### src/shared/frc_defines.svh
`ifndef FRC_DEFINES_SVH
`define FRC_DEFINES_SVH

`define FRC_OPC_FAST_READ 8'h0B
`define FRC_OPC_WR_VCFG 8'h81
`define FRC_OPC_RD_VCFG 8'h85

`define FRC_VCFG_RST 8'hFB
`define FRC_VCFG_WMASK 8'hFB
`define FRC_DUMMY_HI 7
`define FRC_DUMMY_LO 4
`define FRC_XIP_BIT 3
`define FRC_RSV_BIT 2
`define FRC_WRAP_HI 1
`define FRC_WRAP_LO 0

`define FRC_DUMMY_CODE_A 4'h0
`define FRC_DUMMY_CODE_B 4'hF
`define FRC_DUMMY_DEFAULT 4'hA

`define FRC_WRAP_16 2'h0
`define FRC_WRAP_32 2'h1
`define FRC_WRAP_64 2'h2
`define FRC_WRAP_SEQ 2'h3
`define FRC_WIN16_MASK 32'h0000000F
`define FRC_WIN32_MASK 32'h0000001F
`define FRC_WIN64_MASK 32'h0000003F
`define FRC_ADDR_ONE 32'h00000001

`define FRC_PROT_EXT 2'h0
`define FRC_PROT_DUAL 2'h1
`define FRC_PROT_QUAD 2'h2

`define FRC_OPC_LAST 6'h07
`define FRC_ADDR3_LAST 6'h17
`define FRC_ADDR4_LAST 6'h1F
`define FRC_BYTE_LAST 3'h7
`define FRC_CNT_ONE 6'h01
`define FRC_FCNT_ONE 3'h1

`endif

### src/shared/frc_pkg.sv
`default_nettype none
package frc_pkg;
    typedef enum logic [7:0] {
        FRC_ST_IDLE  = 8'h01,
        FRC_ST_OPC   = 8'h02,
        FRC_ST_ADDR  = 8'h04,
        FRC_ST_DUMMY = 8'h08,
        FRC_ST_DATA  = 8'h10,
        FRC_ST_WCFG  = 8'h20,
        FRC_ST_RCFG  = 8'h40,
        FRC_ST_SKIP  = 8'h80
    } frc_state_t;
endpackage : frc_pkg
`default_nettype wire

### src/core/frc_read_config.sv
`timescale 1ns/1ps
`default_nettype none
`include "frc_defines.svh"
module frc_read_config #(
    parameter bit FEATURE_XIP_FORCED = 1'b0
) (
    input wire logic i_clk,
    input wire logic i_rst_b,
    input wire logic i_sck,
    input wire logic i_cs_b,
    input wire logic i_dq0,
    input wire logic i_nv_dual_b,
    input wire logic i_nv_quad_b,
    input wire logic i_addr4,
    input wire logic [7:0] i_mem_data,
    output logic o_dq1,
    output logic o_dq1_oe,
    output logic [31:0] o_mem_addr,
    output logic o_mem_req,
    output logic [3:0] o_dummy_cycles,
    output logic o_xip_active,
    output logic [1:0] o_protocol
);
    import frc_pkg::*;

    logic sck_s1, sck_s2, sck_d, cs_s1, cs_s2, dq_s1, dq_s2;
    logic nd_s1, nd_s2, nq_s1, nq_s2, strap_done_reg;
    frc_state_t state_reg;
    logic [5:0] bit_cnt_reg;
    logic [2:0] fall_cnt_reg;
    logic [31:0] sh_reg, sh_next, addr_reg;
    logic [7:0] vcfg_reg, out_reg;
    logic [3:0] dummy_eff;
    logic [5:0] addr_last;
    logic rise, fall, cs_act, last_opc, last_addr, last_dummy, last_wcfg;
    logic byte_end, data_end, load_reg;

    // Two flops on sck, chip select and dq0 before use
    always_ff @(posedge i_clk or negedge i_rst_b) begin
        if (!i_rst_b) begin
            {sck_s1, sck_s2, sck_d} <= 3'h0;
            {cs_s1, cs_s2} <= 2'h3;
            {dq_s1, dq_s2} <= 2'h3;
        end else begin
            sck_s1 <= i_sck;
            sck_s2 <= sck_s1;
            sck_d <= sck_s2;
            cs_s1 <= i_cs_b;
            cs_s2 <= cs_s1;
            dq_s1 <= i_dq0;
            dq_s2 <= dq_s1;
        end
    end

    // No reset on strap flops, else the latch would see reset values
    always_ff @(posedge i_clk) begin
        nd_s1 <= i_nv_dual_b;
        nd_s2 <= nd_s1;
        nq_s1 <= i_nv_quad_b;
        nq_s2 <= nq_s1;
    end

    assign cs_act = ~cs_s2;
    assign rise = cs_act & sck_s2 & ~sck_d;
    assign fall = cs_act & ~sck_s2 & sck_d;
    assign sh_next = {sh_reg[30:0], dq_s2};
    assign dummy_eff = (vcfg_reg[`FRC_DUMMY_HI:`FRC_DUMMY_LO] ==
        `FRC_DUMMY_CODE_A || vcfg_reg[`FRC_DUMMY_HI:`FRC_DUMMY_LO] ==
        `FRC_DUMMY_CODE_B) ? `FRC_DUMMY_DEFAULT :
        vcfg_reg[`FRC_DUMMY_HI:`FRC_DUMMY_LO];
    assign addr_last = i_addr4 ? `FRC_ADDR4_LAST : `FRC_ADDR3_LAST;
    assign last_opc = rise && state_reg == FRC_ST_OPC &&
        bit_cnt_reg == `FRC_OPC_LAST;
    assign last_addr = rise && state_reg == FRC_ST_ADDR &&
        bit_cnt_reg == addr_last;
    assign last_dummy = rise && state_reg == FRC_ST_DUMMY &&
        bit_cnt_reg == {2'h0, dummy_eff} - `FRC_CNT_ONE;
    assign last_wcfg = rise && state_reg == FRC_ST_WCFG &&
        bit_cnt_reg == `FRC_OPC_LAST;
    assign byte_end = fall && fall_cnt_reg == `FRC_BYTE_LAST &&
        (state_reg == FRC_ST_DATA || state_reg == FRC_ST_RCFG);
    assign data_end = byte_end && state_reg == FRC_ST_DATA;

    function automatic logic [31:0] wrap_next(input logic [31:0] a,
                                              input logic [1:0] w);
        logic [31:0] m;
        m = `FRC_WIN16_MASK;
        unique case (w)
            `FRC_WRAP_16: m = `FRC_WIN16_MASK;
            `FRC_WRAP_32: m = `FRC_WIN32_MASK;
            `FRC_WRAP_64: m = `FRC_WIN64_MASK;
            `FRC_WRAP_SEQ: m = ~32'h0;
        endcase
        return (a & ~m) | ((a + `FRC_ADDR_ONE) & m);
    endfunction : wrap_next

    // Command sequencing; chip select high always ends the frame
    always_ff @(posedge i_clk or negedge i_rst_b) begin
        if (!i_rst_b) begin
            state_reg <= FRC_ST_IDLE;
            bit_cnt_reg <= 6'h0;
        end else if (!cs_act) begin
            state_reg <= FRC_ST_IDLE;
            bit_cnt_reg <= 6'h0;
        end else begin
            unique case (state_reg)
                FRC_ST_IDLE: state_reg <= FRC_ST_OPC;
                FRC_ST_OPC: if (last_opc) begin
                    if (sh_next[7:0] == `FRC_OPC_FAST_READ)
                        state_reg <= FRC_ST_ADDR;
                    else if (sh_next[7:0] == `FRC_OPC_WR_VCFG)
                        state_reg <= FRC_ST_WCFG;
                    else if (sh_next[7:0] == `FRC_OPC_RD_VCFG)
                        state_reg <= FRC_ST_RCFG;
                    else
                        state_reg <= FRC_ST_SKIP;
                end
                FRC_ST_ADDR: if (last_addr) state_reg <= FRC_ST_DUMMY;
                FRC_ST_DUMMY: if (last_dummy) state_reg <= FRC_ST_DATA;
                FRC_ST_WCFG: if (last_wcfg) state_reg <= FRC_ST_SKIP;
                FRC_ST_DATA, FRC_ST_RCFG, FRC_ST_SKIP: state_reg <= state_reg;
            endcase
            if (last_opc || last_addr || last_dummy || last_wcfg)
                bit_cnt_reg <= 6'h0;
            else if (rise)
                bit_cnt_reg <= bit_cnt_reg + `FRC_CNT_ONE;
        end
    end

    always_ff @(posedge i_clk or negedge i_rst_b) begin
        if (!i_rst_b)
            sh_reg <= 32'h0;
        else if (rise)
            sh_reg <= sh_next;
    end

    // Reserved bit forced low on every write
    always_ff @(posedge i_clk or negedge i_rst_b) begin
        if (!i_rst_b)
            vcfg_reg <= `FRC_VCFG_RST;
        else if (last_wcfg)
            vcfg_reg <= sh_next[7:0] & `FRC_VCFG_WMASK;
    end

    // Upper address bits stay put while wrapping
    always_ff @(posedge i_clk or negedge i_rst_b) begin
        if (!i_rst_b)
            addr_reg <= 32'h0;
        else if (last_addr)
            addr_reg <= i_addr4 ? sh_next : {8'h00, sh_next[23:0]};
        else if (data_end)
            addr_reg <= wrap_next(addr_reg,
                vcfg_reg[`FRC_WRAP_HI:`FRC_WRAP_LO]);
    end
    assign o_mem_addr = addr_reg;

    // Memory answers one cycle after the request
    always_ff @(posedge i_clk or negedge i_rst_b) begin
        if (!i_rst_b) begin
            o_mem_req <= 1'b0;
            load_reg <= 1'b0;
        end else begin
            o_mem_req <= last_dummy | data_end;
            load_reg <= o_mem_req;
        end
    end

    // Shift out on falling edges, MSB first
    always_ff @(posedge i_clk or negedge i_rst_b) begin
        if (!i_rst_b) begin
            out_reg <= 8'h0;
            fall_cnt_reg <= 3'h0;
            o_dq1 <= 1'b0;
            o_dq1_oe <= 1'b0;
        end else begin
            if (!cs_act)
                o_dq1_oe <= 1'b0;
            else if (fall && (state_reg == FRC_ST_DATA ||
                              state_reg == FRC_ST_RCFG))
                o_dq1_oe <= 1'b1;
            if (last_opc || last_dummy)
                fall_cnt_reg <= 3'h0;
            else if (fall)
                fall_cnt_reg <= fall_cnt_reg + `FRC_FCNT_ONE;
            if (fall && (state_reg == FRC_ST_DATA ||
                         state_reg == FRC_ST_RCFG))
                o_dq1 <= out_reg[7];
            if (load_reg)
                out_reg <= i_mem_data;
            else if (last_opc || (byte_end && state_reg == FRC_ST_RCFG))
                out_reg <= vcfg_reg;
            else if (fall)
                out_reg <= {out_reg[6:0], 1'b0};
        end
    end

    always_ff @(posedge i_clk or negedge i_rst_b) begin
        if (!i_rst_b) begin
            o_dummy_cycles <= `FRC_DUMMY_DEFAULT;
            o_xip_active <= 1'b0;
        end else begin
            o_dummy_cycles <= dummy_eff;
            o_xip_active <= FEATURE_XIP_FORCED |
                ~vcfg_reg[`FRC_XIP_BIT];
        end
    end

    // Straps are caught once, after reset release
    always_ff @(posedge i_clk or negedge i_rst_b) begin
        if (!i_rst_b) begin
            o_protocol <= `FRC_PROT_EXT;
            strap_done_reg <= 1'b0;
        end else if (!strap_done_reg) begin
            strap_done_reg <= 1'b1;
            if (!nq_s2)
                o_protocol <= `FRC_PROT_QUAD;
            else if (!nd_s2)
                o_protocol <= `FRC_PROT_DUAL;
            else
                o_protocol <= `FRC_PROT_EXT;
        end
    end
endmodule : frc_read_config
`default_nettype wire

### config.mk
export PLATFORM = sky130hd
export DESIGN_NAME = frc_read_config
export DESIGN_NICKNAME = d
export VERILOG_FILES = /design/src/shared/frc_pkg.sv /design/src/core/frc_read_config.sv
export VERILOG_INCLUDE_DIRS = /design/src /design/src/shared
export SDC_FILE = /design/constraint.sdc
export NUM_CORES = 1
export LEC_CHECK = 0
export ABC_CLOCK_PERIOD_IN_PS = 6540
export BUFFER_PORTS_ARGS = -buffer_cell sky130_fd_sc_hd__buf_2
export CAP_MARGIN = 15
export CELL_PAD_IN_SITES_DETAIL_PLACEMENT = 2
export CELL_PAD_IN_SITES_GLOBAL_PLACEMENT = 2
export CORE_ASPECT_RATIO = 0.7
export CORE_MARGIN = 4
export CORE_UTILIZATION = 42
export DETAILED_ROUTE_END_ITERATION = 16
export GPL_ROUTABILITY_DRIVEN = 0
export GPL_TIMING_DRIVEN = 1
export PLACE_DENSITY_LB_ADDON = 0.05
export SYNTH_ARGS = -nofsm -noshare
export SYNTH_HDL_FRONTEND = slang
export SYNTH_SLANG_ARGS = --single-unit
### constraint.sdc
create_clock -name i_clk -period 6.54 [get_ports i_clk]
set_input_delay 1.308 -clock i_clk [delete_from_list [all_inputs] [get_ports i_clk]]
set_output_delay 1.308 -clock i_clk [all_outputs]
set_load 0.01 [all_outputs]
### Yosys cells after proc, flatten, opt, wreduce, memory -nomap -nowiden

Cells that the tools add are included.
W data, S select, Z words.

| cells by class | value |
|---|---|
| $add $sub $neg | 4 |
| $mul | 0 |
| divide/modulo/power cells | 0 |
| $lt $le $gt $ge | 0 |
| equal/unequal tests | 24 |
| shift-type cells | 0 |
| muxes and demuxes | 29 |
| bitwise operators | 13 |
| reduce and logical (&&, ||, !) cells | 29 |

Operators by type and width:

| cell | number |
|---|---|
| $mux W32 | 5 |
| $pmux W32 S4 | 1 |
| $mux W8 | 11 |
| $and A32 B32 Y32 | 2 |
| $pmux W8 S5 | 1 |
| $add A32 B1 Y32 const B | 1 |
| $not A32 Y32 | 1 |
| $or A32 B32 Y32 | 1 |
| $eq A8 B8 Y1 const B | 3 |
| $mux W6 | 3 |
| $eq A8 B4 Y1 const B | 2 |
| $logic_and A1 B1 Y1 | 13 |
| $ne A3 B3 Y1 const B | 4 |
| $eq A8 B1 Y1 const B | 1 |
| $eq A8 B2 Y1 const B | 1 |
| $eq A8 B3 Y1 const B | 1 |
| $eq A8 B5 Y1 const B | 1 |
| $eq A8 B6 Y1 const B | 1 |
| $eq A8 B7 Y1 const B | 1 |
| $mux W4 | 2 |
| $logic_or A1 B1 Y1 | 7 |
| $add A6 B1 Y6 const B | 1 |
| $eq A6 B3 Y1 const B | 1 |
| $eq A6 B5 Y1 | 1 |
| 20 further kinds | 33 |

| storage, ports and cells | value |
|---|---|
| register bits after elaboration | 118 |
| bits in latches | 0 |
| bits in writable memories | 0 |
| bits in read-only memories | 0 |
| input port bits | 16 |
| output and inout bits | 42 |
| logic and storage cells | 125 |
| memories kept | 0 |

### Logic depth before layout (Yosys ltp)

Gate-level depths: netlist (run 1).

| depth | value |
|---|---|
| depth after elaboration | 13 |
| depth in mapped cells | 11 |
| depth with buffers taken out | 9 |

### Least setup slack after synthesis (run 1)

Ideal clock, no wire load.

| path | value |
|---|---|
| path type | input to register |
| start | input port i_addr4 |
| end | register with a tool-made name |
| library setup time | 0.135 ns |
| data arrival time | 2.603 ns |
| data required time | 6.405 ns |
| path slack | 3.803 ns |
| cell stages on the path | 7 |
| path buffers | 1 |
| cell sequence | clkbuf_1 -> xnor2_1 -> nand3_1 -> o211ai_1 -> nor2_1 -> a32oi_1 -> o2bb2ai_1 |

RTL lines:

| item | RTL line | RTL |
|---|---|---|
| start, declared | frc_read_config.sv:14 | `input wire logic i_addr4,` |

==> results of run 1 <==
## layer usage
metal | routed length [microns] | vias to the layer above | share of wire, % | global-route usage (%)
met1 | 8418 | 2391 | 46 | 33.43
met3 | 909 | 14 | 5.0 | 5.329
met4 | 170 | 0 | 0.94 | 7.048
met2 | 8616 | 115 | 48 | 39.16
li1 | - | 2013 | - | -
met5 | 0 | - | 0 | 0
## cell usage in the layout, fill, tap and decap left out, drive strengths merged, types with 4 or more instances in the layout
| cell | instances |
|---|---|
| o311ai | 5 |
| ha | 5 |
| mux2i | 14 |
| nand3 | 26 |
| mux2 | 39 |
| nor3 | 8 |
| dfrtp | 100 |
| o22ai | 8 |
| nor2 | 45 |
| o211ai | 7 |
| xnor2 | 16 |
| dfstp | 14 |
| o21ai | 34 |
| nor3b | 4 |
| a31oi | 5 |
| nand4 | 9 |
| a21oi | 14 |
| dfxtp | 4 |
| nand2b | 7 |
| buf | 61 |
| nor2b | 4 |
| inv | 20 |
| nor4 | 10 |
| and3 | 8 |
| nand2 | 47 |
| xor2 | 14 |
| and4 | 4 |
| or2 | 6 |
| clkbuf | 17 |
## synthesized netlist by cell type (4+ instances only)
library cell  number
mux2i_1           14
a31oi_1            5
nand2b_1           7
xnor2_1           16
o21ai_1           22
nor2_2             8
xor2_1            14
and3_1             8
ha_1               5
nand2_1           47
o211ai_1           7
dfrtp_1          100
clkbuf_1          17
o311ai_1           5
dfstp_2           14
nand3_1           25
buf_2              6
nand4_1            9
and4_1             4
nor3_1             7
mux2_2            39
nor2_1            37
o22ai_1            7
dfxtp_1            4
o21ai_0           12
nor4_1             7
nor2b_1            4
inv_1             10
a21oi_1           14
## cell type report
cell class | instances | area, sq um
Clock inverter | 15 | 133.9
Inverter | 10 | 37.54
Multi-Input combinational cell | 375 | 2596
Fill cell | 1369 | 6533
Tap cell | 185 | 231.5
Clock buffer | 17 | 425.4
Timing Repair Buffer | 61 | 317.8
Sequential cell | 118 | 2950
## power groups by stage
stage / clock [uW] / sequential (uW) / combinational [uW]
2_1_floorplan: 0 / 827 / 87.6
3_3_place_gp: 0 / 846 / 119
3_5_place_dp: 0 / 851 / 129
4_1_cts: 913 / 842 / 140
5_1_grt: 952 / 849 / 155
6_report: 896 / 840 / 138
## per-stage QoR
stage,worst slack [ns],std cells,utilization [%]
floorplan,3.803,528,-
global placement,3.326,749,46.38
detailed placement,3.203,749,46.38
CTS,3.411,781,50.61
global route,3.167,781,50.61
finish,3.409,781,50.61
## logic make-up after synthesis
logic type	after synthesis	share of synthesized area [%]
xor gates and xnor gates	30	4.621
buffers and inverters	35	2.641
other	1	0.06596
adders and majority gates	5	1.100
AOI/OAI and AO/OA	88	9.727
muxes	53	10.19
and+or+nand+nor	198	19.76
DFF	118	51.89
## path summary, 6_finish.rpt
check,from,end,slack [ns],cells after the start
worst min-delay path,nd_s1,nd_s2,0.33,0
min in group asynchronous,i_rst_b,out_reg[6],0.94,1
worst max register to register,cs_s2,flop,3.41,7
worst max-delay path,cs_s2,flop,3.41,7
max in group asynchronous,i_rst_b,asynchronous set/reset pin,4.34,2
worst min register to register,nd_s1,nd_s2,0.33,0
==> results.cfg, run 1 <==
[global_route]
grt_max_degree = 62
overflow = 0
grt_pass1_wl_microns = 29570
grt_pass1_vias = 5085
track_usage_pct = 24.39
antenna_found_initial = 0

[clock_network]
cts_hold_buf = 0
cts_sinks = 118
cts_tree = done
cts_setup_buffers = 0
h-tree-depth = 4
clkLatencyLatePin_ns = 0.42
cts_buffers = 17
cts_resized = 0
clk_transition_reported_paths_ns = 0.06
clockBufferDepth = 2
cts-root-buf = clkbuf_16

[die]
die_area_sq_mm = 0.01549
dieWidth_microns = 147.1
floorplan.initialDensity_pct = 42.99
io_pins = 58
die_h_microns = 105.3
core_area_sq_mm = 0.01323
rows = 35

[placement]
placed_area_sq_mm = 0.006133
port_buffers = 57
hpwl_microns = 11880

[sta]
slew_violations = 0
max_slew_margin_pct = 39.35
whs_ns = 0.3312
post-route-period-util_pct = 47.87
fin_skew_ns = 0.009439
post-route-min-period_ns = 3.131
setup_violations = 0
timing.setup.tns_ns = 0
finalHoldViolations = 0
worst_pin_slew_ns = 0.9088
rsz0062_at_grt = false
fmax_mhz = 319.4

[final_layout]
fin_area_sq_mm = 0.006693
layout-drive-gt1-share_pct = 28.86
area_delta_synth_final_pct = 17.72
diodes = 0
nets = 604

[logic_synthesis]
syn_nets = 549
async_flop_share_pct = 96.61
ys.flop_type = dfrtp_1
synth_area_leader_cell = dfrtp_1
syn_area_per_cell_sq_um = 10.77
yosysWarnings = 0
synth_area_sq_mm = 0.005685
netlist_instances = 528
synth_area_leaders = dfrtp_1, mux2_2, dfstp_2, nand2_1, mux2i_1
synth_cell_types = 68
yosysSeqAreaShare_pct = 51.89
synth-edff-count = 0
ys_seq_elements = 118
netlist.area_leader.share_pct = 44.01

[drt]
antenna_left = 0
wl_per_cell_microns = 23.19
firstDrtPassIters = 5
drc = 0
viasPerCell = 5.804
routed_wl_microns = 18120
drt_iter0_drc = 191
vias = 4533

[pwr]
pwr_density_cell_mw_per_mm2 = 280.0
p_leak_uw = 0.002831
pwr-share-comb_pct = 7.3
ir_drop_mv = 0.1800
pwr-share-seq_pct = 44.8
power.share.clock_pct = 47.8
netSwitchingPower_uw = 528.1
finalPower_uw = 1874
switching_share_pct = 28.19
intPower_uw = 1346

[setup_path]
endpoint_kind = flop
path_max_fanout = 46
path_class = flop to flop
worst_ep_required_time_ns = 6.80
crit_path_top_delay_cell = nor3b_4
max_stage_delay_ns = 0.80
path_delay_family = simple AND/OR/NAND/NOR gates
worstPathArrival_ns = 3.39
crit_buf_inv = 1
startpoint_type = flop
worstPathCellList = nor3b_4 -> nand3_1 -> nor2_4 -> buf_4 -> nor2_1 -> o21ai_0 -> o21ai_1

[min_path]
hold_path_class = flop to flop

[flow_run]
maxCapViolations = 0

[status]
outcome = completed
Power figures use the tool's default switching activity.
==> run 2, diff against run 1 <==
--- a/config.mk
+++ b/config.mk
@@ -6,14 +6,14 @@
 export SDC_FILE = /design/constraint.sdc
 export NUM_CORES = 1
 export LEC_CHECK = 0
-export ABC_CLOCK_PERIOD_IN_PS = 6540
+export ABC_CLOCK_PERIOD_IN_PS = 2700
 export BUFFER_PORTS_ARGS = -buffer_cell sky130_fd_sc_hd__buf_2
 export CAP_MARGIN = 15
 export CELL_PAD_IN_SITES_DETAIL_PLACEMENT = 2
 export CELL_PAD_IN_SITES_GLOBAL_PLACEMENT = 2
 export CORE_ASPECT_RATIO = 0.7
 export CORE_MARGIN = 4
-export CORE_UTILIZATION = 42
+export CORE_UTILIZATION = 35
 export DETAILED_ROUTE_END_ITERATION = 16
 export GPL_ROUTABILITY_DRIVEN = 0
 export GPL_TIMING_DRIVEN = 1
==> constraint.sdc (replaced) <==
create_clock -name i_clk -period 2.7 [get_ports i_clk]
set_input_delay 0.54 -clock i_clk [delete_from_list [all_inputs] [get_ports i_clk]]
set_output_delay 0.54 -clock i_clk [all_outputs]
set_load 0.01 [all_outputs]
==> results.cfg, run 2 (synthesis results as in run 1) <==
[clock_network]
clk_transition_reported_paths_ns = 0.06
cts_sinks = 118
clkLatencyLatePin_ns = 0.42
cts_hold_buf = 0
cts_tree = done
clockBufferDepth = 2
cts_buffers = 17
h-tree-depth = 4
cts-root-buf = clkbuf_16

[setup_path]
worst_ep_required_time_ns = 3.04
crit_path_top_delay_cell = dfstp_2
worstPathArrival_ns = 2.93
worstReg2RegStart = vcfg_reg[4]
r2r_cells = 9
max_stage_delay_ns = 0.60
worstPathCellList = nor3_2 -> nor2_2 -> ha_1 -> xor2_1 -> nand2_1 -> or4_4 -> o31ai_4 -> and2b_2 -> mux2i_1
endpoint_kind = flop
rrSetupSlack_ns = 0.11
rr_endpoint = state_reg[6]
path_max_fanout = 6
path_class = flop to flop
startpoint_type = flop

[pwr]
power.share.clock_pct = 50.6
pwr_density_cell_mw_per_mm2 = 680.4
finalPower_uw = 4812
pwr-share-seq_pct = 42.6
pwr-share-comb_pct = 6.7
switching_share_pct = 25.15
p_leak_uw = 0.003036
ir_drop_mv = 0.3438
intPower_uw = 3601
netSwitchingPower_uw = 1210

[sta]
setup_violations = 0
post-route-period-util_pct = 96.11
rsz0062_at_grt = true
fmax_mhz = 385.4
max_slew_margin_pct = 58.11
timing.setup.tns_ns = 0
fin_skew_ns = 0.01056
worst_pin_slew_ns = 0.6283
slew_violations = 0
post-route-min-period_ns = 2.595
layout_setup_ws_ns = 0.1051
finalHoldViolations = 0

[die]
dieWidth_microns = 160.3
rows = 38
die_h_microns = 114.6
die_area_sq_mm = 0.01838
core_area_sq_mm = 0.01569
floorplan.initialDensity_pct = 36.24
io_pins = 58

[drt]
firstDrtPassIters = 4
viasPerCell = 5.425
routed_wl_microns = 17690
vias = 4497
drc = 0
antenna_left = 0
wl_per_cell_microns = 21.34
drt_iter0_drc = 178

[final_layout]
layoutNonFillerInstCount = 829
nets = 637
area_delta_synth_final_pct = 24.38
fillers = 1620
final_cell_mix = dfrtp_1, buf_2, nand2_1, mux2_2, buf_4
seq_area_sq_mm = 0.002950
post-route-util_pct = 45.07
diodes = 0
layout-drive-gt1-share_pct = 33.39
layout_commonest_cell = dfrtp_1
multiInputGateArea_sq_mm = 0.002629

[global_route]
grt_pass1_wl_microns = 28610
track_usage_pct = 20.01
overflow = 0
antenna_found_initial = 0
grt_pass1_vias = 4943
grt_max_degree = 56

[flow_run]
maxCapViolations = 0

[min_path]
hold_path_class = input port to asynchronous set/reset pin

[placement]
dpl_worst_slack_ns = -0.03337
port_buffers = 57
dp_cells = 784
hpwl_microns = 12230

[status]
outcome = completed
==> run 2: critical path, delay by kind of cell (launching register included) <==
family	cells	cell delay, ns
flip-flops	1	0.60
XOR/XNOR	1	0.14
AO/OA/AOI/OAI	1	0.33
adder cells (fa/ha/maj)	1	0.26
multiplexers	1	0.19
AND/OR/NAND/NOR	5	0.98
==> run 2: layout make-up <==
class / count / share of cell area, %
sequential: 118 / 41.72
multi-input combinational: 375 / 37.17
timing repair buffer: 94 / 8.174
clock buffer: 17 / 6.016
tap: 200 / 3.539
clock inverter: 15 / 2.849
inverter: 10 / 0.5308
==> run 2: power groups by stage <==
| stage | clock network (uW) | registers, uW | logic, uW |
|---|---|---|---|
| after floorplan | 0 | 2000 | 212 |
| after global placement | 0 | 2080 | 307 |
| after detailed placement | 0 | 2080 | 323 |
| after CTS | 2490 | 2050 | 327 |
| after global routing | 2580 | 2070 | 367 |
| final | 2440 | 2050 | 324 |
==> run 2: worst max path at each step <==
| stage | slack, ns | startpoint | endpoint |
|---|---|---|---|
| 3_3_place_gp | 0.20 | vcfg_reg[7] | bit_cnt_reg[2] |
| 2_1_floorplan | 0.16 | vcfg_reg[4] | bit_cnt_reg[5] |
| 4_1_cts | 0.06 | vcfg_reg[7] | state_reg[6] |
| 3_5_place_dp | -0.03 | vcfg_reg[7] | state_reg[6] |
| 5_1_grt | -0.06 | vcfg_reg[4] | state_reg[6] |
| 6_report | 0.11 | vcfg_reg[4] | state_reg[6] |
==> run 2: per-layer routing <==
layer,track usage (%),wire length (microns),up-vias
met4,4.814,121,0
met2,31.06,8088,77
met5,0,0,-
met3,4.174,571,9
li1,-,-,2071
met1,28.82,8913,2340
==> run 2: through the flow <==
stage	hold slack [ns]	cell area [sq um]
finish	0.1034	7072
global route	0.1425	7072
CTS	0.1134	6950
detailed placement	0.3168	6315
global placement	0.3116	6315
floorplan	0.2444	5685
==> run 2: timing repair <==
| item | in CTS | in global routing |
|---|---|---|
| endpoints found under the setup margin | 2 | 8 |
| cloned | 0 | 0 |
| setup buffers | 0 | 13 |
| resized for setup | 1 | 6 |
| pin swaps | 0 | 3 |
==> run 3, diff against run 2 <==
--- a/config.mk
+++ b/config.mk
@@ -8,7 +8,7 @@
 export LEC_CHECK = 0
 export ABC_CLOCK_PERIOD_IN_PS = 2700
 export BUFFER_PORTS_ARGS = -buffer_cell sky130_fd_sc_hd__buf_2
-export CAP_MARGIN = 15
+export CAP_MARGIN = 0
 export CELL_PAD_IN_SITES_DETAIL_PLACEMENT = 2
 export CELL_PAD_IN_SITES_GLOBAL_PLACEMENT = 2
 export CORE_ASPECT_RATIO = 0.7
@@ -18,6 +18,8 @@
 export GPL_ROUTABILITY_DRIVEN = 0
 export GPL_TIMING_DRIVEN = 1
 export PLACE_DENSITY_LB_ADDON = 0.05
+export SETUP_SLACK_MARGIN = 0.3
+export SLEW_MARGIN = 10
 export SYNTH_ARGS = -nofsm -noshare
 export SYNTH_HDL_FRONTEND = slang
 export SYNTH_SLANG_ARGS = --single-unit
==> results.cfg, run 3 (synthesis results as in run 1) <==
[global_route]
grt_use_met3_pct = 4.534
grt_use_met2_pct = 30.97
grt_use_met1_pct = 29.94
grt_most_used_layer = met2
overflow = 0
grt_pass1_vias = 5054
grt_max_degree = 115
antenna_found_initial = 0
grt_pass1_wl_microns = 29100
track_usage_pct = 20.41

[clock_network]
cts_sinks = 118
h-tree-depth = 4
cts_hold_buf = 0
cts-root-buf = clkbuf_16
clockBufferDepth = 2
clk_transition_reported_paths_ns = 0.06
cts_buffers = 17
clkLatencyLatePin_ns = 0.42
cts_tree = done

[die]
dieWidth_microns = 160.3
die_h_microns = 114.6
floorplan.initialDensity_pct = 36.24
die_area_sq_mm = 0.01838
rows = 38
core_area_sq_mm = 0.01569
io_pins = 58

[final_layout]
layout_commonest_cell = dfrtp_1
fillers = 1631
nets = 635
fin_area_sq_mm = 0.007048
layout-drive-gt1-share_pct = 33.65
final_cell_mix = dfrtp_1, buf_2, nand2_1, mux2_2, nor2_1
diodes = 0
area_delta_synth_final_pct = 23.97

[sta]
rsz0062_at_grt = true
setup_violations = 0
timing.setup.tns_ns = 0
finalHoldViolations = 0
slew_violations = 0
whs_ns = 0.1673
fmax_mhz = 415.4
worst_pin_slew_ns = 0.6623
max_slew_margin_pct = 55.85
fin_skew_ns = 0.009149
post-route-period-util_pct = 89.15
post-route-min-period_ns = 2.407

[setup_path]
worstPathArrival_ns = 2.75
r2r_cells = 9
startpoint_type = flop
endpoint_kind = flop
rrSetupSlack_ns = 0.29
rr_endpoint = state_reg[5]
path_max_fanout = 4
worst_ep_required_time_ns = 3.04
path_class = flop to flop
worstReg2RegStart = vcfg_reg[7]

[drt]
firstDrtPassIters = 4
viasPerCell = 5.450
vias = 4507
routed_wl_microns = 17820
drt_iter0_drc = 154
drc = 0
antenna_left = 0
wl_per_cell_microns = 21.54

[min_path]
hold_path_class = input port to asynchronous set/reset pin

[placement]
port_buffers = 57
hpwl_microns = 12260
placed_area_sq_mm = 0.006310

[pwr]
p_leak_uw = 0.003011
pwr_density_cell_mw_per_mm2 = 643.5
ir_drop_mv = 0.3468

[status]
outcome = completed

[flow_run]
maxCapViolations = 0
==> run 3: layer usage <==
| metal | wire, microns | part of all wire, % |
|---|---|---|
| met2 | 7858 | 44 |
| met3 | 603 | 3.4 |
| met4 | 114 | 0.64 |
| met1 | 9238 | 52 |
| met5 | 0 | 0 |
==> run 3: through the flow <==
step | utilization (%) | std cells | power (uW) | worst slack, ns
detailed placement | 40.22 | 781 | 2409 | 0.1460
CTS | 44.19 | 820 | 4589 | 0.3004
floorplan | - | 528 | 2216 | 0.2893
global route | 44.92 | 827 | 4758 | 0.1314
global placement | 40.22 | 781 | 2377 | 0.2023
finish | 44.92 | 827 | 4535 | 0.2929
==> run 3: power breakdown <==
part	total [uW]	internal (uW)	leakage [uW]	switching, uW
clock network	2160	1210	0.000270	948
logic	324	156	0.00137	168
registers	2060	1900	0.00137	160
==> run 3: timing repair <==
| item | CTS | global route |
|---|---|---|
| setup endpoints to repair | 10 | 36 |
| pin swaps | 0 | 10 |
| gates resized for setup | 3 | 13 |
| buffers inserted | 7 | 7 |
==> run 3: worst max path at each step <==
| stage | startpoint | endpoint | slack, ns | depth (start not counted) |
|---|---|---|---|---|
| after floorplan | vcfg_reg[4] | bit_cnt_reg[5] | 0.29 | 11 |
| after global placement | vcfg_reg[7] | bit_cnt_reg[4] | 0.20 | 9 |
| after detailed placement | vcfg_reg[6] | bit_cnt_reg[4] | 0.15 | 9 |
| after CTS | vcfg_reg[6] | state_reg[4] | 0.30 | 10 |
| after global routing | vcfg_reg[7] | state_reg[5] | 0.13 | 9 |
| final | vcfg_reg[7] | state_reg[5] | 0.29 | 9 |
==> run 3: area by class of cell <==
class / count / area [sq um] / share of cell area (%)
repair buffers: 92 / 579.3 / 8.219
clock buffers: 17 / 425.4 / 6.036
inverters: 10 / 37.54 / 0.5326
flip-flops and latches: 118 / 2950 / 41.86
well taps: 200 / 250.2 / 3.551
multi-input cells: 375 / 2675 / 37.95
clock inverters: 15 / 130.1 / 1.846
==> run 3: critical path, stage by stage, from the launching register on <==
cell and delay (ns):
dfstp_2 0.58, nor3_2 0.06, nor2_1 0.13, ha_1 0.26, xor2_1 0.13, nand2_1 0.07, or4_4 0.47, o31ai_4 0.21
and2b_2 0.23, mux2i_1 0.19
